[src/ddrc_pkg.sv]
// Purpose: Shared constants and types for the read capture block
// Assumes: clk is the 2x system clock, 10 MHz
// Notes:   Multi-bit reset values and field widths of the capture block live here
package ddrc_pkg;

    // ************************************************
    // Widths and FIFO depth
    // ************************************************
    localparam int DQ_W     = 8;
    localparam int DIV_W    = 4;
    localparam int BL_W     = 4;
    localparam int CL_W     = 3;
    localparam int FIFO_D   = 16;

    // ************************************************
    // Reset values, counts and interrupt enable bit positions
    // ************************************************
    localparam logic [DQ_W-1:0]  DQ_RST   = 8'h00;
    localparam logic [DIV_W-1:0] DIV_RST  = 4'h0;
    localparam logic [BL_W-1:0]  BL_RST   = 4'h0;
    localparam logic [CL_W-1:0]  CL_RST   = 3'h0;
    localparam logic [BL_W-1:0]  BEAT_ONE = 4'h1;
    localparam logic [CL_W-1:0]  CL_ONE   = 3'h1;
    localparam int IEN_DONE  = 0;
    localparam int IEN_READY = 1;

    // ************************************************
    // Sequencer states, Gray along the read path
    // ************************************************
    typedef enum logic [1:0] {
        DDRC_IDLE = 2'b00,
        DDRC_CAS  = 2'b01,
        DDRC_DATA = 2'b11,
        DDRC_DONE = 2'b10
    } ddrc_state_e;

endpackage : ddrc_pkg

[src/ddrc_capture.sv]
// Purpose: DDR read data capture with host status, control and data ports
// Assumes: clk is twice the memory clock; memory pins are asynchronous
// Notes:   Command, address and write sequencing live elsewhere
//
// Summary of operation
// RQ1 - The data strobe never times capture; it is watched for status only.
// RQ2 - Read data is sampled in the controller's own clock domain.
// RQ3 - Memory drives data and strobe on reads; the controller captures the data.
// RQ4 - Memory launches its strobe edge-aligned with data, not centred.
// RQ5 - Each data beat stays valid for half a memory clock period.
// RQ6 - The 2x system clock samples each beat inside its valid window.
// RQ7 - Two-beat burst: first byte at one sample, second at the next, both registered.
// RQ8 - Host reaches the controller only through its register set.
// RQ9 - Status reports done, data ready and pending interrupts.
// RQ10 - Control holds interrupt enables, divisor, phase, polarity and start/stop.
// RQ11 - Data input register holds host write data bound for the memory.
// RQ12 - Data output register presents bytes read from the memory.
// RQ13 - Read state enables capture and a beat counter for the burst length.
// RQ14 - Data ready is raised for the host as each byte reaches the data output register.
module ddrc_capture
    import ddrc_pkg::*;
#(
    parameter int FIFO_DEPTH = FIFO_D
) (
    // Clock and reset
    input  wire logic             clk,
    input  wire logic             rst,
    // Memory pins
    input  wire logic [DQ_W-1:0]  dq_in,
    output logic      [DQ_W-1:0]  dq_out,
    output logic                  dq_oe,
    input  wire logic             dqs_in,
    output logic                  mem_clk,
    output logic                  mem_clk_n,
    output logic                  read_cmd,
    // Host control register
    input  wire logic             start,
    input  wire logic             stop,
    input  wire logic [1:0]       int_en,
    input  wire logic [DIV_W-1:0] clk_div,
    input  wire logic             clk_phase,
    input  wire logic             clk_pol,
    input  wire logic [BL_W-1:0]  burst_len,
    input  wire logic [CL_W-1:0]  cas_lat,
    // Host data input register
    input  wire logic             wdata_wr,
    input  wire logic [DQ_W-1:0]  wdata,
    // Host data output register
    input  wire logic             rdata_rd,
    output logic      [DQ_W-1:0]  rdata,
    // Host status register
    input  wire logic             done_clr,
    output logic                  done,
    output logic                  data_ready,
    output logic                  irq_pending,
    output logic                  busy,
    output logic                  strobe_seen
);

    // ************************************************
    // Pin synchronisers
    // ************************************************
    logic [DQ_W-1:0] dq_s1;
    logic [DQ_W-1:0] dq_s2;
    logic            dqs_s1;
    logic            dqs_s2;

    always_ff @(posedge clk) begin
        dq_s1  <= dq_in;
        dq_s2  <= dq_s1;
        dqs_s1 <= dqs_in;
        dqs_s2 <= dqs_s1;
    end

    // ************************************************
    // Rate divider and memory clock
    // ************************************************
    logic [DIV_W-1:0] div_cnt;
    logic             mclk;
    wire              tick = (div_cnt == clk_div);

    always_ff @(posedge clk) begin
        if (rst || tick) begin
            div_cnt <= DIV_RST;
        end else begin
            div_cnt <= div_cnt + DIV_W'(1);
        end
    end

    ddrc_state_e state;
    ddrc_state_e next_state;

    // Phase only moves while idle so a burst never sees a clock glitch
    always_ff @(posedge clk) begin
        if (rst) begin
            mclk <= 1'b0;
        end else if (state == DDRC_IDLE) begin
            mclk <= clk_phase;
        end else if (tick) begin
            mclk <= ~mclk;
        end
    end

    always_ff @(posedge clk) begin
        if (rst) begin
            mem_clk   <= 1'b0;
            mem_clk_n <= 1'b1;
        end else begin
            mem_clk   <= mclk ^ clk_pol;
            mem_clk_n <= ~(mclk ^ clk_pol);
        end
    end

    // ************************************************
    // Read sequencer
    // ************************************************
    logic [CL_W-1:0] cas_cnt;
    logic [BL_W-1:0] beat_cnt;
    logic            fifo_in_ready;
    wire             start_ok = start && fifo_in_ready;
    wire             cas_end  = tick && (cas_cnt >= cas_lat);
    wire             last_bt  = (beat_cnt >= burst_len);
    // Beats advance only when the FIFO can take them
    wire             beat     = (state == DDRC_DATA) && tick && fifo_in_ready;

    always_comb begin
        next_state = state;
        case (state)
            DDRC_IDLE: begin
                if (start_ok) begin
                    next_state = DDRC_CAS;
                end
            end
            DDRC_CAS: begin
                if (cas_end) begin
                    next_state = DDRC_DATA;
                end
            end
            DDRC_DATA: begin
                if (beat && last_bt) begin
                    next_state = DDRC_DONE; // [RQ13]
                end
            end
            DDRC_DONE: begin
                next_state = DDRC_IDLE;
            end
            default: begin
                next_state = DDRC_IDLE;
            end
        endcase
        if (stop) begin
            next_state = DDRC_IDLE;
        end
    end

    always_ff @(posedge clk) begin
        if (rst) begin
            state <= DDRC_IDLE;
        end else begin
            state <= next_state;
        end
    end

    always_ff @(posedge clk) begin
        if (rst || state != DDRC_CAS) begin
            cas_cnt <= CL_ONE;
        end else if (tick) begin
            cas_cnt <= cas_cnt + CL_W'(1);
        end
    end

    always_ff @(posedge clk) begin
        if (rst || state != DDRC_DATA) begin
            beat_cnt <= BEAT_ONE;
        end else if (beat) begin
            beat_cnt <= beat_cnt + BL_W'(1); // [RQ13]
        end
    end

    // ************************************************
    // Capture path
    // ************************************************
    // Strobe is edge-aligned, so sampling on it would land on transitions
    logic [DQ_W-1:0] cap_byte;
    logic            cap_valid;

    always_ff @(posedge clk) begin
        if (rst) begin
            cap_byte  <= DQ_RST;
            cap_valid <= 1'b0;
        end else begin
            cap_valid <= beat; // [RQ6] [RQ7]
            if (beat) begin
                cap_byte <= dq_s2; // [RQ1] [RQ2] [RQ3]
            end
        end
    end

    logic            fifo_out_valid;
    logic [DQ_W-1:0] fifo_out_data;
    wire             load_out = fifo_out_valid && (!data_ready || rdata_rd);

    ddrc_fifo #(
        .WIDTH(DQ_W),
        .DEPTH(FIFO_DEPTH)
    ) u_fifo (
        .clk      (clk),
        .rst      (rst),
        .in_valid (cap_valid),
        .in_ready (fifo_in_ready),
        .in_data  (cap_byte),
        .out_valid(fifo_out_valid),
        .out_ready(load_out),
        .out_data (fifo_out_data)
    );

    // ************************************************
    // Host registers
    // ************************************************
    always_ff @(posedge clk) begin
        if (rst) begin
            rdata      <= DQ_RST;
            data_ready <= 1'b0;
        end else if (load_out) begin
            rdata      <= fifo_out_data; // [RQ12] [RQ8]
            data_ready <= 1'b1; // [RQ14]
        end else if (rdata_rd) begin
            data_ready <= 1'b0;
        end
    end

    // Set wins over a clear in the same cycle
    always_ff @(posedge clk) begin
        if (rst) begin
            done <= 1'b0;
        end else if (state == DDRC_DONE) begin
            done <= 1'b1; // [RQ9]
        end else if (done_clr) begin
            done <= 1'b0;
        end
    end

    wire irq_next = (done && int_en[IEN_DONE]) || (data_ready && int_en[IEN_READY]);

    always_ff @(posedge clk) begin
        if (rst) begin
            irq_pending <= 1'b0;
            busy        <= 1'b0;
            read_cmd    <= 1'b0;
            strobe_seen <= 1'b0;
        end else begin
            irq_pending <= irq_next; // [RQ9] [RQ10]
            busy        <= (next_state != DDRC_IDLE);
            read_cmd    <= (state == DDRC_IDLE) && start_ok && !stop;
            strobe_seen <= dqs_s2 && (state == DDRC_DATA);
        end
    end

    // Write path is elsewhere; the pins stay released here
    always_ff @(posedge clk) begin
        if (rst) begin
            dq_out <= DQ_RST;
            dq_oe  <= 1'b0;
        end else begin
            dq_oe <= 1'b0;
            if (wdata_wr) begin
                dq_out <= wdata; // [RQ11]
            end
        end
    end

    // ************************************************
    // Checks
    // ************************************************
    property p_capture_value;
        @(posedge clk) disable iff (rst)
        beat |=> (cap_byte == $past(dq_s2)) && cap_valid;
    endproperty
    a_capture_value: assert property (p_capture_value) else $error("capture byte mismatch"); // [RQ2]

    property p_strobe_blind;
        @(posedge clk) disable iff (rst)
        !beat |=> (cap_byte == $past(cap_byte));
    endproperty
    a_strobe_blind: assert property (p_strobe_blind) else $error("capture moved off beat"); // [RQ1]

    property p_beats_on_tick;
        @(posedge clk) disable iff (rst)
        cap_valid |-> $past(tick) && $past(state) == DDRC_DATA;
    endproperty
    a_beats_on_tick: assert property (p_beats_on_tick) else $error("beat off sample point"); // [RQ6]

    property p_two_beats;
        @(posedge clk) disable iff (rst)
        (beat && beat_cnt == BEAT_ONE && burst_len == 4'h2 && clk_div == DIV_RST
            && !stop && fifo_in_ready)
        |=> (state == DDRC_DATA) && (beat_cnt == 4'h2);
    endproperty
    a_two_beats: assert property (p_two_beats) else $error("second byte not pending"); // [RQ7]

    property p_burst_end;
        @(posedge clk) disable iff (rst)
        (beat && last_bt && !stop) |=> state == DDRC_DONE ##1 done;
    endproperty
    a_burst_end: assert property (p_burst_end) else $error("burst did not end"); // [RQ13]

    property p_ready_after_load;
        @(posedge clk) disable iff (rst)
        load_out |=> data_ready && rdata == $past(fifo_out_data);
    endproperty
    a_ready_after_load: assert property (p_ready_after_load) else $error("data ready late"); // [RQ14]

    property p_done_sticky;
        @(posedge clk) disable iff (rst)
        done && !done_clr |=> done;
    endproperty
    a_done_sticky: assert property (p_done_sticky) else $error("done dropped"); // [RQ9]

    property p_irq_gate;
        @(posedge clk) disable iff (rst)
        ##1 irq_pending == $past(irq_next);
    endproperty
    a_irq_gate: assert property (p_irq_gate) else $error("irq not gated by enables"); // [RQ10]

    property p_rdata_hold;
        @(posedge clk) disable iff (rst)
        data_ready && !rdata_rd |=> $stable(rdata) && data_ready;
    endproperty
    a_rdata_hold: assert property (p_rdata_hold) else $error("output register changed"); // [RQ12]

    property p_wdata_load;
        @(posedge clk) disable iff (rst)
        wdata_wr |=> dq_out == $past(wdata) && !dq_oe;
    endproperty
    a_wdata_load: assert property (p_wdata_load) else $error("write data not held"); // [RQ11]

endmodule : ddrc_capture

[src/ddrc_fifo.sv]
// Purpose: Word FIFO between the capture path and the data output register
// Assumes: One clock, synchronous active high reset
// Notes:   Honest full and empty; push refused while full
module ddrc_fifo
    import ddrc_pkg::*;
#(
    parameter int WIDTH = 8,
    parameter int DEPTH = 16
) (
    // Clock and reset
    input  wire logic             clk,
    input  wire logic             rst,
    // Fill side
    input  wire logic             in_valid,
    output logic                  in_ready,
    input  wire logic [WIDTH-1:0] in_data,
    // Drain side
    output logic                  out_valid,
    input  wire logic             out_ready,
    output logic      [WIDTH-1:0] out_data
);
    localparam int AW = $clog2(DEPTH);

    logic [WIDTH-1:0] mem [DEPTH];
    logic [AW-1:0]    wr_ptr;
    logic [AW-1:0]    rd_ptr;
    logic [AW:0]      count;
    wire              push = in_valid && in_ready;
    wire              pop  = out_valid && out_ready;

    // Count is one bit wider than the pointers so a full FIFO is told from an empty one
    assign in_ready  = (count != (AW+1)'(DEPTH));
    assign out_valid = (count != '0);
    assign out_data  = mem[rd_ptr];

    always_ff @(posedge clk) begin
        if (push) begin
            mem[wr_ptr] <= in_data;
        end
    end

    always_ff @(posedge clk) begin
        if (rst) begin
            wr_ptr <= '0;
            rd_ptr <= '0;
            count  <= '0;
        end else begin
            if (push) begin
                wr_ptr <= wr_ptr + AW'(1);
            end
            if (pop) begin
                rd_ptr <= rd_ptr + AW'(1);
            end
            count <= count + (AW+1)'(push) - (AW+1)'(pop);
        end
    end

endmodule : ddrc_fifo

[config.mk]
export PLATFORM = sky130hd
export DESIGN_NAME = ddrc_capture
export DESIGN_NICKNAME = d
export VERILOG_FILES = /design/src/ddrc_pkg.sv /design/src/ddrc_capture.sv /design/src/ddrc_fifo.sv
export SDC_FILE = /design/constraint.sdc
export NUM_CORES = 1
export LEC_CHECK = 0
export BUFFER_PORTS_ARGS = -buffer_cell sky130_fd_sc_hd__buf_4
export CAP_MARGIN = 0
export CORE_ASPECT_RATIO = 0.8
export CORE_MARGIN = 2
export CORE_UTILIZATION = 43
export CTS_CLUSTER_DIAMETER = 60
export DETAILED_ROUTE_END_ITERATION = 8
export PLACE_DENSITY_LB_ADDON = 0.08
export SLEW_MARGIN = 20
export SYNTH_ARGS = -nofsm -noshare
export SYNTH_HDL_FRONTEND = slang
export SYNTH_SLANG_ARGS = --single-unit
[constraint.sdc]
create_clock -name clk -period 8.1 [get_ports clk]
set_clock_uncertainty 0.2 [all_clocks]
set_input_delay 1.215 -clock clk [delete_from_list [all_inputs] [get_ports clk]]
set_output_delay 1.215 -clock clk [all_outputs]
set_load 0.005 [all_outputs]
Word level (Yosys, flattened, before mapping)
Memories as Yosys holds them, arrays and structs flattened. A register that Yosys moved wholly into a read port is not among the register bits.
Index checks and enable logic that the tools add are counted.
{"block": "totals", "mem_bits_ro": 0, "regBits": 70, "input_bits": 39, "output_inout_bits": 25, "ramBits": 128, "latch_bits": 0, "memories": 1, "elab_cells": 82}
{"memory": "u_fifo.mem", "words": 16, "width": 8, "rd": 1, "rd_clocked_by_memory_dff": 1, "write_ports": 1, "line": "ddrc_fifo.sv:24", "text": "logic [WIDTH-1:0] mem [DEPTH];"}
{"block": "classes", "addsub": 7, "bitwise_logic": 3, "n_mul": 0, "mux": 13, "n_shift": 0, "n_eq_ne": 7, "reduce_logical": 26, "div_mod_pow": 0, "n_lt_le_gt_ge": 2}
{"cell": "4-bit by 1-bit adder with 4-bit output, second input constant", "n": 4}
{"cell": "1-bit logical AND", "n": 13}
{"cell": "1-bit 2-to-1 mux", "n": 8}
{"cell": "2-bit 2-to-1 mux", "n": 4}
{"cell": "2-bit one-hot mux with 4 select lines", "n": 1}
{"cell": "2-bit nonzero test", "n": 4}
{"cell": "5-bit by 1-bit adder with 5-bit output", "n": 1}
{"cell": "1-bit logical OR", "n": 5}
{"cell": "5-bit inequality test, second input constant", "n": 1}
{"cell": "5-bit nonzero test", "n": 1}
{"cell": "5-bit by 1-bit subtractor with 5-bit output", "n": 1}
{"cell": "2-bit == test, second input constant", "n": 2}
{"cell": "4-bit == test", "n": 1}
{"cell": "4-bit >= comparator", "n": 1}
{"cell": "3-bit by 1-bit adder with 3-bit output, second input constant", "n": 1}
{"cell": "3-bit >= comparator", "n": 1}
{"cell": "2-bit by 1-bit == test with 1-bit output, second input constant", "n": 1}
{"cell": "1-bit zero test", "n": 2}
{"cell": "2-bit zero test", "n": 1}
{"cell": "2-bit by 1-bit inequality test with 1-bit output, second input constant", "n": 1}
{"cell": "2-bit inequality test, second input constant", "n": 1}
{"cell": "1-bit NOT", "n": 2}
{"cell": "1-bit XOR", "n": 1}

Logic depth before layout (Yosys ltp)
Gate-level depths: netlist (run 1).
{"block": "logic_depth", "depth_word": 8, "depth_mapped": 14}

Hierarchy
A second synthesis (run 1) with hierarchy kept.
{"block": "hier_totals", "cells_unflattened": 546, "hier_area_um2": 8107.8}
{"mod": "ddrc_fifo", "seq_area_each_um2": 4184.0, "cells_each": 308, "area_per_inst_um2": 5763.0, "n_inst": 1}
{"mod": "ddrc_capture", "seq_area_each_um2": 1301.2, "cells_each": 238, "area_per_inst_um2": 2344.7, "n_inst": 1}

Worst setup path after synthesis (run 1)
Ideal clock, no wire load.
{"block": "synth_timing", "path_type": "input to register", "startpoint": "in rdata_rd", "endpoint": "reg u_fifo.count[4]", "n_path_buf": 1, "required_ps": 7829, "arrival_time_ps": 3300, "setup_time_ps": 71, "setup_slack_ps": 4530, "stages": 12, "path_cell_list": "nand2b_1 nand2b_1 buf_2 clkinv_1 ha_1 inv_1 ha_1 fa_1 a21oi_1 nor2_1 or3_1 a21oi_1"}
{"block": "synth_between", "elab_chain_cells": 4}
{"element": "start, declared", "line": "ddrc_capture.sv:49", "text": "input wire logic rdata_rd,"}
{"element": "1-bit logical OR", "line": "ddrc_capture.sv:201", "text": "wire load_out = fifo_out_valid && (!data_ready || rdata_rd);"}
{"element": "1-bit logical AND", "line": "ddrc_capture.sv:201"}
{"element": "net load_out", "line": "ddrc_capture.sv:201"}
{"element": "1-bit logical AND", "line": "ddrc_fifo.sv:29", "text": "wire pop = out_valid && out_ready;"}
{"element": "5-bit by 1-bit subtractor with 5-bit output", "line": "ddrc_fifo.sv:54", "text": "count <= count + (AW+1)'(push) - (AW+1)'(pop);"}
{"element": "end signal, assigned", "line": "ddrc_fifo.sv:54"}
{"element": "end, declared", "line": "ddrc_fifo.sv:27", "text": "logic [AW:0] count;"}
The timed path passes the listed nets, and every way through them passes these cells.
A chain may end at the register's enable or synchronous reset.

Worst setup path in the final report (run 1)
Ends and elaborated chain as after synthesis.

==> results of run 1 <==
==> kinds of logic after synthesis <==
group                      count (synthesis)  synth area share
DFF                                      206             0.683
and+or+nand+nor                          115            0.0736
muxes                                     67             0.135
buffers and inverters                     44            0.0258
AOI/OAI and AO/OA                         27            0.0232
adders and majority gates                 22            0.0357
xor gates and xnor gates                  21            0.0232
other                                      1          0.000474
==> placed cells by master, fill, tap and decap left out, types with 14 or more instances in the layout <==
master / count
sky130_fd_sc_hd__buf_4: 65
sky130_fd_sc_hd__clkbuf_16: 21
sky130_fd_sc_hd__dfxtp_1: 76
sky130_fd_sc_hd__edfxtp_1: 128
sky130_fd_sc_hd__ha_1: 21
sky130_fd_sc_hd__inv_1: 18
sky130_fd_sc_hd__mux2i_1: 35
sky130_fd_sc_hd__mux4_2: 32
sky130_fd_sc_hd__nand2_1: 16
sky130_fd_sc_hd__nor2_1: 51
sky130_fd_sc_hd__xor2_1: 14
==> metal layers <==
layer  vias up  wire, um  track usage
li1       1980         -            -
met1      2091      7220        0.235
met2        84      6750        0.244
met3        26       625       0.0302
met4         0       274       0.0329
met5         -         0            0
==> area by class of cell <==
class / instances / area (sq um)
multi-input cells: 253 / 2320
fillers: 1519 / 8850
repair buffers: 65 / 488
clock buffers: 29 / 566
flip-flops and latches: 206 / 5410
clock inverters: 9 / 119
inverters: 19 / 71.3
well taps: 230 / 288
==> per-stage QoR <==
stage,area [sq um],util,setup WS [ns]
after global routing,9260,0.511,4.24
after floorplan,7920,-,4.53
final,9260,0.511,4.55
after CTS,9260,0.511,4.53
after global placement,8580,0.474,4.16
after detailed placement,8580,0.474,4.06
==> worst paths after layout <==
check / startpoint / end / slack (ns) / cells after the start
max: rdata_rd / u_fifo.count[4] / 4.55 / 12
min: dq_s1[2] / dq_s2[2] / 0.13 / 0
max reg2reg: u_fifo.count[3] / u_fifo.count[4] / 4.56 / 13
min reg2reg: dq_s1[2] / dq_s2[2] / 0.13 / 0
==> worst reg2reg max path, cell delays in order (launching register included) <==
cell,delay (ns)
sky130_fd_sc_hd__dfxtp_1,0.32
sky130_fd_sc_hd__inv_1,0.08
sky130_fd_sc_hd__ha_1,0.17
sky130_fd_sc_hd__nor4b_1,0.30
sky130_fd_sc_hd__nand2b_1,0.42
sky130_fd_sc_hd__clkinv_1,0.29
sky130_fd_sc_hd__ha_1,0.35
sky130_fd_sc_hd__inv_1,0.04
sky130_fd_sc_hd__ha_1,0.20
sky130_fd_sc_hd__fa_1,0.40
sky130_fd_sc_hd__a21oi_1,0.15
sky130_fd_sc_hd__nor2_1,0.06
sky130_fd_sc_hd__or3_1,0.34
sky130_fd_sc_hd__a21oi_1,0.14
==> report_power, final <==
part           switching (mW)  internal (mW)  leakage (nW)
Sequential             0.0312           1.14          1.83
Clock                   0.377          0.584         0.331
Combinational           0.226          0.241          1.23
==> sequential cells by signal (all words and copies together), names as in the netlist, 2 cells and up <==
register / flops
beat_cnt: 4
dq_s2: 8
cap_byte: 8
rdata: 8
dq_out: 8
u_fifo.rd_ptr: 4
state: 2
cas_cnt: 3
u_fifo.mem: 128
div_cnt: 4
u_fifo.wr_ptr: 4
u_fifo.count: 5
dq_s1: 8
==> metrics.md, run 1 <==
| Metric | Value |
|---|---|
| Die height | `125 um` |
| Area Growth Syn to Fin | `17.0%` |
| IO Pins | `64` |
| Kind of start point of the critical path | `primary input` |
| Number of buffer cells added on primary ports | `62` |
| Number of warnings printed during yosys synthesis | `0` |
| Cell family contributing the most delay on the critical path | `adder cells` |
| Total Power | `2.60 mW` |
| Cts hold-fix bufs | `0` |
| Post-route insts no fill | `811` |
| WL final | `14900 um` |
| Post-Syn Instances | `503` |
| Setup tns final | `0 ns` |
| Max-slew violation count | `0` |
| Cell type contributing the most total cell area after synthesis | `sky130_fd_sc_hd__edfxtp_1` |
| Top-count cell post-synth | `sky130_fd_sc_hd__edfxtp_1` |
| Data required time at the worst endpoint | `8.32 ns` |
| Synth top area cells | `sky130_fd_sc_hd__edfxtp_1 (49%), sky130_fd_sc_hd__dfxtp_1 (20%), sky130_fd_sc_hd__mux4_2 (9.1%)` |
| 1st-iter DRT viols | `224` |
| Pin slew with the least headroom to its limit | `1.08 ns` |
| CTS sink cnt | `206` |
| Count of state elements after synthesis | `206` |
| Combined area of all synthesized cells | `0.00792 sq mm` |
| Global router's overall resource usage | `0.158` |
| Endpoint class of the critical path | `register` |
| Result of the run | `finished, final reports clean` |
| Final weighted congestion in routability-driven placement | `0.724` |
| Worst path max stage delay | `0.40 ns` |
| Count of standard-cell rows | `44` |
| Total global routing overflow | `0` |
| Setup repair after global routing missed its margin | `false` |
| Maximum fanout along the worst path | `11` |
| Register clock-pin slew on the reported worst setup and hold paths | `0.06 ns` |
| Resize count post-CTS | `0` |
| Number of global-route vias before repair | `4171` |
| Setup violations, final | `0` |
| H-tree depth | `1` |
| Die Width | `156 um` |
| Total power divided by cell area | `280 mW/mm^2` |
| Synthesized area divided by synthesized cell count | `15.7 sq um` |
| CTS buffer count | `21` |
| Pin count of the biggest net entering global routing | `52` |
| Initial Util | `0.437` |
| Share of synthesized flip-flops with an asynchronous set or reset | `0` |
| Number of instances in the placed design | `773` |
| Vias per inst | `5.16` |
| Ys flop type | `sky130_fd_sc_hd__edfxtp_1` |
| Max-Cap Viols | `0` |
| Critical Path Slowest Stage Cell | `sky130_fd_sc_hd__fa_1` |
| Routed Antenna Nets | `0` |
| Worst setup path class | `primary input to register` |
| Syn_nets | `564` |
| Bufs on Longest Clock Path | `3` |
| Final Hold Violating Endpoints | `0` |
| Share of the synthesized area in the top cell type | `0.485` |
| Share of the yosys chip area belonging to registers | `0.683` |
| Antenna fix cells | `0` |
| Worst Hold Margin | `0.126 ns` |
| Count of distinct cell types in the synthesized netlist | `44` |
| Relative slew margins | `0.278` |
| Number of antenna violations at the first check in global routing | `0` |
| Global-route wire length before repair | `23600 um` |
| Final HPWL DP | `9680 um` |
| Layout Nets | `627` |
| Postcts setup bufs | `0` |
| Worst-Skew Late Latency | `0.50 ns` |
| Clock tree root buffer cell | `sky130_fd_sc_hd__clkbuf_16` |
| Worst path buffer plus inverter count | `3` |
| Die footprint | `0.0195 sq mm` |
| Most frequent cells after synthesis | `sky130_fd_sc_hd__edfxtp_1 (128), sky130_fd_sc_hd__dfxtp_1 (78), sky130_fd_sc_hd__nor2_1 (51), sky130_fd_sc_hd__mux2i_1 (35), sky130_fd_sc_hd__mux4_2 (32)` |
| Placeable core region | `0.0181 sq mm` |
| Crit path arrival time | `3.77 ns` |
| Via Count | `4181` |
| Post-detailed-route DRC marker count | `0` |
| Worst vdd rail ir drop | `0.146 mV` |
| Final worst-path cycle share | `0.438` |
| CTS tree | `yes` |
| Minimum clock period | `3.55 ns` |
| Peak clock frequency supported by timing | `282 MHz` |
| Path type of the worst min-delay path | `register to register` |
| Share of cells above drive strength 1 | `0.232` |
| Detail-routed net length per standard cell | `18.3 um` |
| Number of iterations in the first detailed-routing pass | `4` |
| Critical-path cell list | `buf_4, nand2b_1, nand2b_1, clkinv_1, ha_1, inv_1, ha_1, fa_1, a21oi_1, nor2_1, or3_1, a21oi_1` |
| Leakage | `3.39 nW` |
| Number of flops mapped to enable cells by yosys | `128` |
No activity file was read; power rests on OpenSTA's default activity.
==> run 2, diff against run 1 <==
Settings changed: ABC_AREA set to 1.
Clock period 8.1 ns to 3 ns, I/O delays scaled along.
==> run 2 against run 1 <==
  * Critical path depth shrank 1
  * Combinational power increased to 3.7 times the previous value
  * Wire length increased by 30%
  * Sequential power increased to 2.7 times the previous value
  * Utilization is 1.3 points higher
  * Synthesized cell count up 69%
  * Largest power group unchanged
  * Synthesized area grew 6.2%
  * Sequential share of layout area down 4.4 points
==> metrics.md, run 2 <==
| Metric | Value |
|---|---|
| Result of the run | `finished, final reports clean` |
| Most common library cell in the layout ignoring fill and taps | `sky130_fd_sc_hd__nand2_1` |
| Worst-Skew Late Latency | `0.50 ns (about the same)` |
| Routed Antenna Nets | `0 (unchanged)` |
| Share of cells above drive strength 1 | `0.128 (-0.105)` |
| H-tree depth | `1 (unchanged)` |
| Maximum fanout along the worst path | `6 (-5)` |
| CTS tree | `yes` |
| Die Width | `160 um (+3.0%)` |
| Total Power | `7.58 mW (+190%)` |
| Placeable core region | `0.0191 sq mm (+5.4%)` |
| Hold path endpoint | `dq_out[2]` |
| Switching share of power | `0.297 (+0.0527)` |
| Hold Path Origin | `wdata[2]` |
| P_sw | `2.25 mW (+260%)` |
| Endpoint class of the critical path | `register` |
| Worst setup path class | `register to register` |
| Detail-routed net length per standard cell | `16.1 um (-12%)` |
| Flip-flop count of the largest register, all copies and words added | `128 (unchanged)` |
| Most frequent cells after synthesis | `sky130_fd_sc_hd__nand2_1 (172), sky130_fd_sc_hd__nor2_1 (152), sky130_fd_sc_hd__edfxtp_1 (128), sky130_fd_sc_hd__nand3_1 (85), sky130_fd_sc_hd__dfxtp_1 (78)` |
| Die footprint | `0.0207 sq mm (+6.0%)` |
| CTS sink cnt | `206 (unchanged)` |
| Pin slew with the least headroom to its limit | `0.791 ns (-0.289 ns)` |
| Kind of start point of the critical path | `register` |
| Post-Syn Instances | `851 (+69%)` |
| Die height | `129 um (+3.0%)` |
| Share of the yosys chip area belonging to registers | `0.643 (-0.0400)` |
| 1st-iter DRT viols | `531 (+140%)` |
| Total power divided by cell area | `757 mW/mm^2 (+170%)` |
| Synthesized area divided by synthesized cell count | `9.88 sq um (-37%)` |
| Post-detailed-route DRC marker count | `0 (unchanged)` |
| Fraction of power consumed by the clock network | `0.349 (-0.021)` |
| Number of buffer cells added on primary ports | `62 (unchanged)` |
| Relative slew margins | `0.472 (+0.194)` |
| Minimum clock period | `2.55 ns` |
| Combined area of all synthesized cells | `0.00841 sq mm (+6.2%)` |
| Share of synthesized flip-flops with an asynchronous set or reset | `0 (unchanged)` |
| Part of the power in registers | `0.420 (-0.030)` |
| WHS Path Cells | `3 (+3)` |
| Number of iterations in the first detailed-routing pass | `5 (+1)` |
| Internal reg-to-reg setup slack | `0.45 ns (-4.11 ns)` |
| Initial Util | `0.441 (+0.00351)` |
| Final worst-path cycle share | `0.849` |
| Vias per inst | `4.91 (-4.7%)` |
| Path type of the worst min-delay path | `primary input to register` |
| Count of standard-cell rows | `45 (+2.3%)` |
| WL final | `19400 um (+30%)` |
| Post-Place Worst Slack | `0.500 ns (-3.56 ns)` |
| Antenna fix cells | `0 (unchanged)` |
| Count of distinct cell types in the synthesized netlist | `31 (-30%)` |
| Number of warnings printed during yosys synthesis | `0 (unchanged)` |
| Global-route wire length before repair | `30400 um (+28%)` |
| Commonest cells after routing, fill and taps aside | `sky130_fd_sc_hd__nand2_1 (172), sky130_fd_sc_hd__nor2_1 (152), sky130_fd_sc_hd__edfxtp_1 (128), sky130_fd_sc_hd__nand3_1 (85), sky130_fd_sc_hd__dfxtp_1 (77)` |
| Final HPWL DP | `13100 um (+35%)` |
| Setup tns final | `0 ns (unchanged)` |
| Worst Slack Setup Final | `0.453 ns (-4.10 ns)` |
| R2r worst-path depth | `11 (-2)` |
| Final Hold Violating Endpoints | `0 (unchanged)` |
| Total global routing overflow | `0 (unchanged)` |
| Number of flops mapped to enable cells by yosys | `128 (unchanged)` |
| Number of global-route vias before repair | `5789 (+39%)` |
| Reg2Reg Launch Point | `u_fifo.count[3]` |
| Data required time at the worst endpoint | `3.18 ns (-5.14 ns)` |
| Synth top area cells | `sky130_fd_sc_hd__edfxtp_1 (46%), sky130_fd_sc_hd__dfxtp_1 (19%), sky130_fd_sc_hd__nand2_1 (7.7%)` |
| Layout Nets | `994 (+59%)` |
| Final weighted congestion in routability-driven placement | `0.843 (+16%)` |
| Crit path arrival time | `2.73 ns (-1.04 ns)` |
| R2R Path End | `u_fifo.count[4]` |
| IO Pins | `64 (unchanged)` |
| Global router's overall resource usage | `0.190 (+0.0317)` |
| Worst vdd rail ir drop | `0.434 mV (+200%)` |
| Cell type contributing the most total cell area after synthesis | `sky130_fd_sc_hd__edfxtp_1` |
| Setup violations, final | `0 (unchanged)` |
| Int Pwr | `5.33 mW (+170%)` |
| Pin count of the biggest net entering global routing | `67 (+29%)` |
| Syn_nets | `912 (+62%)` |
| Total non-filler cell area in the finished layout | `0.0100 sq mm (+8.1%)` |
| Peak clock frequency supported by timing | `393 MHz` |
| Clock tree root buffer cell | `sky130_fd_sc_hd__clkbuf_16` |
| Post-place instance area | `0.00911 sq mm (+6.2%)` |
| Bufs on Longest Clock Path | `3 (unchanged)` |
| Count of state elements after synthesis | `206 (unchanged)` |
| Max-Cap Viols | `0 (unchanged)` |
| Max-slew violation count | `0 (unchanged)` |
| Number of antenna violations at the first check in global routing | `0 (unchanged)` |
| CTS buffer count | `22 (+4.8%)` |
| Setup repair after global routing missed its margin | `false` |
| Area Growth Syn to Fin | `19.1%` |
| Leakage | `4.20 nW (+24%)` |
| Register clock-pin slew on the reported worst setup and hold paths | `0.06 ns (about the same)` |
| Combinational cell fraction of total power | `0.231 (+0.051)` |
| Fin util | `0.525 (+0.0133)` |
| Share of the synthesized area in the top cell type | `0.457 (-0.0285)` |
| Largest register by flop count | `u_fifo.mem` |
| Top-count cell post-synth | `sky130_fd_sc_hd__nand2_1` |
| Ys flop type | `sky130_fd_sc_hd__edfxtp_1` |
| Via Count | `5929 (+42%)` |
-- run 2: per-layer routing --
layer	routed length, um	track usage
met3	1420	0.0426
met4	403	0.0445
met2	8900	0.313
met1	8650	0.259
met5	0	0
-- run 2: kinds of logic (layout without fill, tap and decap cells) --
logic type | count (synthesis) | count (layout) | share of synthesized area
compound gates | 77 | 77 | 0.0466
xor+xnor | 11 | 11 | 0.0115
fa+ha+maj | 22 | 22 | 0.0336
buf+inv | 114 | 212 | 0.0585
flops | 206 | 206 | 0.643
other cells | 1 | 1 | 0.000446
simple gates | 420 | 420 | 0.207
-- run 2: power groups by stage --
stage	registers, mW	logic [mW]	clock network (mW)
after global routing	3.20	2.00	2.82
after detailed placement	3.24	1.72	0
final	3.18	1.75	2.65
after global placement	3.24	1.68	0
after floorplan	3.22	1.27	0
after CTS	3.18	1.76	2.70
-- run 2: worst max-delay path by stage --
stage	start	to	slack, ns
floorplan	u_fifo.count[3]	u_fifo.count[4]	0.52
global placement	rdata_rd	u_fifo.count[4]	0.56
detailed placement	u_fifo.count[3]	u_fifo.count[4]	0.50
CTS	u_fifo.count[3]	u_fifo.count[4]	0.44
global route	u_fifo.count[2]	u_fifo.count[4]	0.21
finish	u_fifo.count[3]	u_fifo.count[4]	0.45
-- run 2: worst max-delay path, stage by stage (launching register included) --
cell	delay, ns
sky130_fd_sc_hd__dfxtp_1	0.32
sky130_fd_sc_hd__inv_1	0.09
sky130_fd_sc_hd__ha_1	0.21
sky130_fd_sc_hd__nand4_2	0.27
sky130_fd_sc_hd__nand2_2	0.21
sky130_fd_sc_hd__inv_2	0.11
sky130_fd_sc_hd__ha_1	0.24
sky130_fd_sc_hd__fa_1	0.40
sky130_fd_sc_hd__nand3_1	0.10
sky130_fd_sc_hd__nand2_1	0.07
sky130_fd_sc_hd__o21ai_0	0.15
sky130_fd_sc_hd__a21oi_1	0.06
-- run 2: repair_timing --
item | CTS | global route
gates resized for setup | 0 | 0
buffers inserted | 0 | 0
hold buffers | 18 | 0
hold endpoints to repair | 18 | 0
-- run 2: final cells by class --
class,instances,area (sq um)
Multi-Input combinational cell,531,2510
Timing Repair Buffer,91,741
Tap cell,258,323
Sequential cell,206,5410
Clock buffer,35,689
Fill cell,1715,9070
Inverter,81,304
Clock inverter,5,37.5
-- run 2: stage by stage --
| step | hold slack (ns) | cells |
|---|---|---|
| floorplan | 0.110 | 851 |
| global placement | 0.112 | 1149 |
| detailed placement | 0.112 | 1149 |
| CTS | 0.00395 | 1207 |
| global route | 0.00517 | 1207 |
| finish | 0.0179 | 1207 |
==> run 3, diff against run 2 <==
Settings changed: ABC_AREA 1 to 0.
Clock period 3 ns to 2.3 ns, I/O delays scaled along.
==> run 3 against run 2 <==
  * The run now ends with setup timing left
  * Cell count is 27% lower
  * Combinational power up 14%
  * Global-route usage shrank 1.8 points
  * Sequential power is 30% higher
  * Utilization is 3.1 points higher
  * Non-clock buffer count increased by 43
  * Clock-buffer cell count down 6
  * Worst setup slack got worse by 0.83 ns
  * Worst hold slack improved by 0.012 ns
  * Register-to-register slack worse by 0.83 ns
  * Largest power group unchanged
==> metrics.md, run 3 (synthesized netlist as in run 1, its figures left out) <==
| Metric | Value |
|---|---|
| Crit path arrival time | `2.90 ns (+0.17 ns)` |
| Share of cells above drive strength 1 | `0.310 (+0.182)` |
| Internal reg-to-reg setup slack | `-0.38 ns (-0.83 ns)` |
| Worst-Skew Late Latency | `0.48 ns (-0.02 ns)` |
| Final Hold Violating Endpoints | `0 (unchanged)` |
| Leakage | `3.88 nW (-7.5%)` |
| Total power divided by cell area | `960 mW/mm^2 (+27%)` |
| Worst setup path class | `register to register` |
| Detail-routed net length per standard cell | `18.4 um (+15%)` |
| Vias per inst | `5.06 (+3.0%)` |
| Number of antenna violations at the first check in global routing | `0 (unchanged)` |
| Data required time at the worst endpoint | `2.52 ns (-0.66 ns)` |
| Number of buffer cells added on primary ports | `62 (unchanged)` |
| Commonest cells after routing, fill and taps aside | `sky130_fd_sc_hd__edfxtp_1 (128), sky130_fd_sc_hd__buf_4 (102), sky130_fd_sc_hd__dfxtp_1 (75), sky130_fd_sc_hd__nor2_1 (51), sky130_fd_sc_hd__mux2i_1 (35)` |
| Worst Slack Setup Final | `-0.380 ns (-0.833 ns)` |
| Layout Nets | `696 (-30%)` |
| Storage cell area | `0.00541 sq mm (about the same)` |
| 1st-iter DRT viols | `251 (-53%)` |
| Number of global-route vias before repair | `4541 (-22%)` |
| Int Pwr | `7.32 mW (+38%)` |
| Endpoint class of the critical path | `register` |
| Peak clock frequency supported by timing | `373 MHz (-5.0%)` |
| Pin slew with the least headroom to its limit | `0.726 ns (-0.0652 ns)` |
| Critical Path Slowest Stage Cell | `sky130_fd_sc_hd__fa_2` |
| WHS Path Cells | `3 (unchanged)` |
| Setup repair after global routing missed its margin | `true` |
| Total global routing overflow | `0 (unchanged)` |
| Max-Cap Viols | `0 (unchanged)` |
| Worst path max stage delay | `0.34 ns (-0.06 ns)` |
| Clock tree root buffer cell | `sky130_fd_sc_hd__clkbuf_16` |
| Die footprint | `0.0195 sq mm (-5.7%)` |
| Final worst-path cycle share | `1.17 (+0.316)` |
| Bufs on Longest Clock Path | `3 (unchanged)` |
| Fin util | `0.555 (+0.0305)` |
| Antenna fix cells | `0 (unchanged)` |
| Kind of start point of the critical path | `register` |
| Fraction of power consumed by the clock network | `0.367 (+0.018)` |
| Number of instances in the placed design | `812 (-29%)` |
| Routed Antenna Nets | `0 (unchanged)` |
| Die Width | `156 um (-2.9%)` |
| Critical-path cell list | `inv_2, ha_4, nor4b_4, nand2b_4, clkinv_4, ha_4, inv_2, ha_4, fa_2, a21oi_2, nor2_1, or3_1, a21oi_1` |
| Minimum clock period | `2.68 ns (+0.133 ns)` |
| Via Count | `4448 (-25%)` |
| Count of standard-cell rows | `44 (-2.2%)` |
| Max-slew violation count | `0 (unchanged)` |
| Violated checks | `setup timing` |
| H-tree depth | `1 (unchanged)` |
| Switching share of power | `0.241 (-0.0561)` |
| Global-route wire length before repair | `25600 um (-16%)` |
| Combinational cell fraction of total power | `0.206 (-0.025)` |
| WL final | `16200 um (-16%)` |
| Worst vdd rail ir drop | `0.500 mV (+15%)` |
| Register clock-pin slew on the reported worst setup and hold paths | `0.06 ns (about the same)` |
| Largest register by flop count | `u_fifo.mem` |
| CTS sink cnt | `206 (unchanged)` |
| Initial Util | `0.437 (-0.00351)` |
| Multi-input logic area | `0.00241 sq mm (-4.0%)` |
| Final weighted congestion in routability-driven placement | `0.719 (-15%)` |
| P_sw | `2.33 mW (+3.3%)` |
| Total of fill cells in the finished design | `1478 (-14%)` |
| Most common library cell in the layout ignoring fill and taps | `sky130_fd_sc_hd__edfxtp_1` |
| Pin count of the biggest net entering global routing | `35 (-48%)` |
| R2r worst-path depth | `13 (+2)` |
| Die height | `125 um (-2.9%)` |
| Part of the power in registers | `0.427 (+0.007)` |
| Maximum fanout along the worst path | `2 (-4)` |
| Post-route insts no fill | `879 (-27%)` |
| Flip-flop count of the largest register, all copies and words added | `128 (unchanged)` |
| CTS tree | `yes` |
| Post-detailed-route DRC marker count | `0 (unchanged)` |
| Result of the run | `finished with violations` |
| IO Pins | `64 (unchanged)` |
| Global router's overall resource usage | `0.171 (-0.0183)` |
| Path type of the worst min-delay path | `primary input to register` |
| Most prevalent standard cell on the critical path | `sky130_fd_sc_hd__ha_4` |
| Final HPWL DP | `10400 um (-20%)` |
| Area Growth Syn to Fin | `27.0%` |
| Number of iterations in the first detailed-routing pass | `6 (+1)` |
| Relative slew margins | `0.516 (+0.0436)` |
| Setup violations, final | `4 (+4)` |
| Placeable core region | `0.0181 sq mm (-5.1%)` |
| CTS buffer count | `21 (-4.5%)` |
run 3: cell types whose count changed in the layout (fill, tap and decap cells not counted), sizes merged, moves of 35 or more:
cell	before	now
buf	73	110
o21ai	58	3
nor2	153	51
mux2i	0	35
nand2	176	16
inv	79	18
nand3	86	3
run 3: routing by layer:
metal	GRT usage	share of wire	wire (um)	up-vias
li1	-	-	-	2118
met1	0.258	0.48	7850	2236
met2	0.265	0.46	7430	74
met3	0.0256	0.039	625	20
met4	0.0389	0.018	286	0
met5	0	0	0	-
run 3: timing repair:
item                       CTS  global route
cloned                       0             0
gates resized for setup      4             4
hold endpoints to repair    35             0
hold buffers                24             0
buffers inserted             3             3
pin swaps                    4             0
setup endpoints to repair   38            23
run 3: path summary, 6_finish.rpt:
check | start | endpoint
max | u_fifo.count[3] | u_fifo.count[4]
min | rdata_rd | data_ready
max reg2reg | u_fifo.count[3] | u_fifo.count[4]
min reg2reg | dq_s1[6] | dq_s2[6]
run 3: power by group through the flow:
| stage | clock (mW) | combinational, mW | sequential (mW) |
|---|---|---|---|
| 5_1_grt | 3.77 | 2.20 | 4.13 |
| 6_report | 3.54 | 1.99 | 4.12 |
| 3_3_place_gp | 0 | 1.83 | 4.20 |
| 4_1_cts | 3.62 | 1.98 | 4.13 |
| 2_1_floorplan | 0 | 1.27 | 4.15 |
| 3_5_place_dp | 0 | 1.85 | 4.21 |
run 3: per-stage QoR:
| step | hold slack [ns] | worst slack, ns | TNS [ns] | power, mW | instance area (sq um) |
|---|---|---|---|---|---|
| after global routing | 0.0344 | -0.528 | -1.13 | 10.1 | 10100 |
| after detailed placement | 0.113 | -0.414 | -0.767 | 6.05 | 9000 |
| after CTS | 0.0206 | -0.371 | -0.575 | 9.73 | 10000 |
| after floorplan | 0.110 | -0.438 | -0.572 | 5.42 | 8010 |
| after global placement | 0.113 | -0.369 | -0.691 | 6.03 | 9000 |
| final | 0.0298 | -0.380 | -0.592 | 9.65 | 10100 |
run 3: critical path, delay by kind of cell, from the launching register on:
kind	cells	cell delay, ns
fa+ha+maj	4	0.88
simple gates	4	0.79
flops	1	0.32
compound gates	2	0.26
buf+inv	3	0.17
run 3: final cells by class:
type | count | area share
Tap cell | 230 | 0.0286
Sequential cell | 206 | 0.538
Clock buffer | 29 | 0.0613
Clock inverter | 8 | 0.0112
Timing Repair Buffer | 134 | 0.113
Inverter | 19 | 0.00759
Multi-Input combinational cell | 253 | 0.240
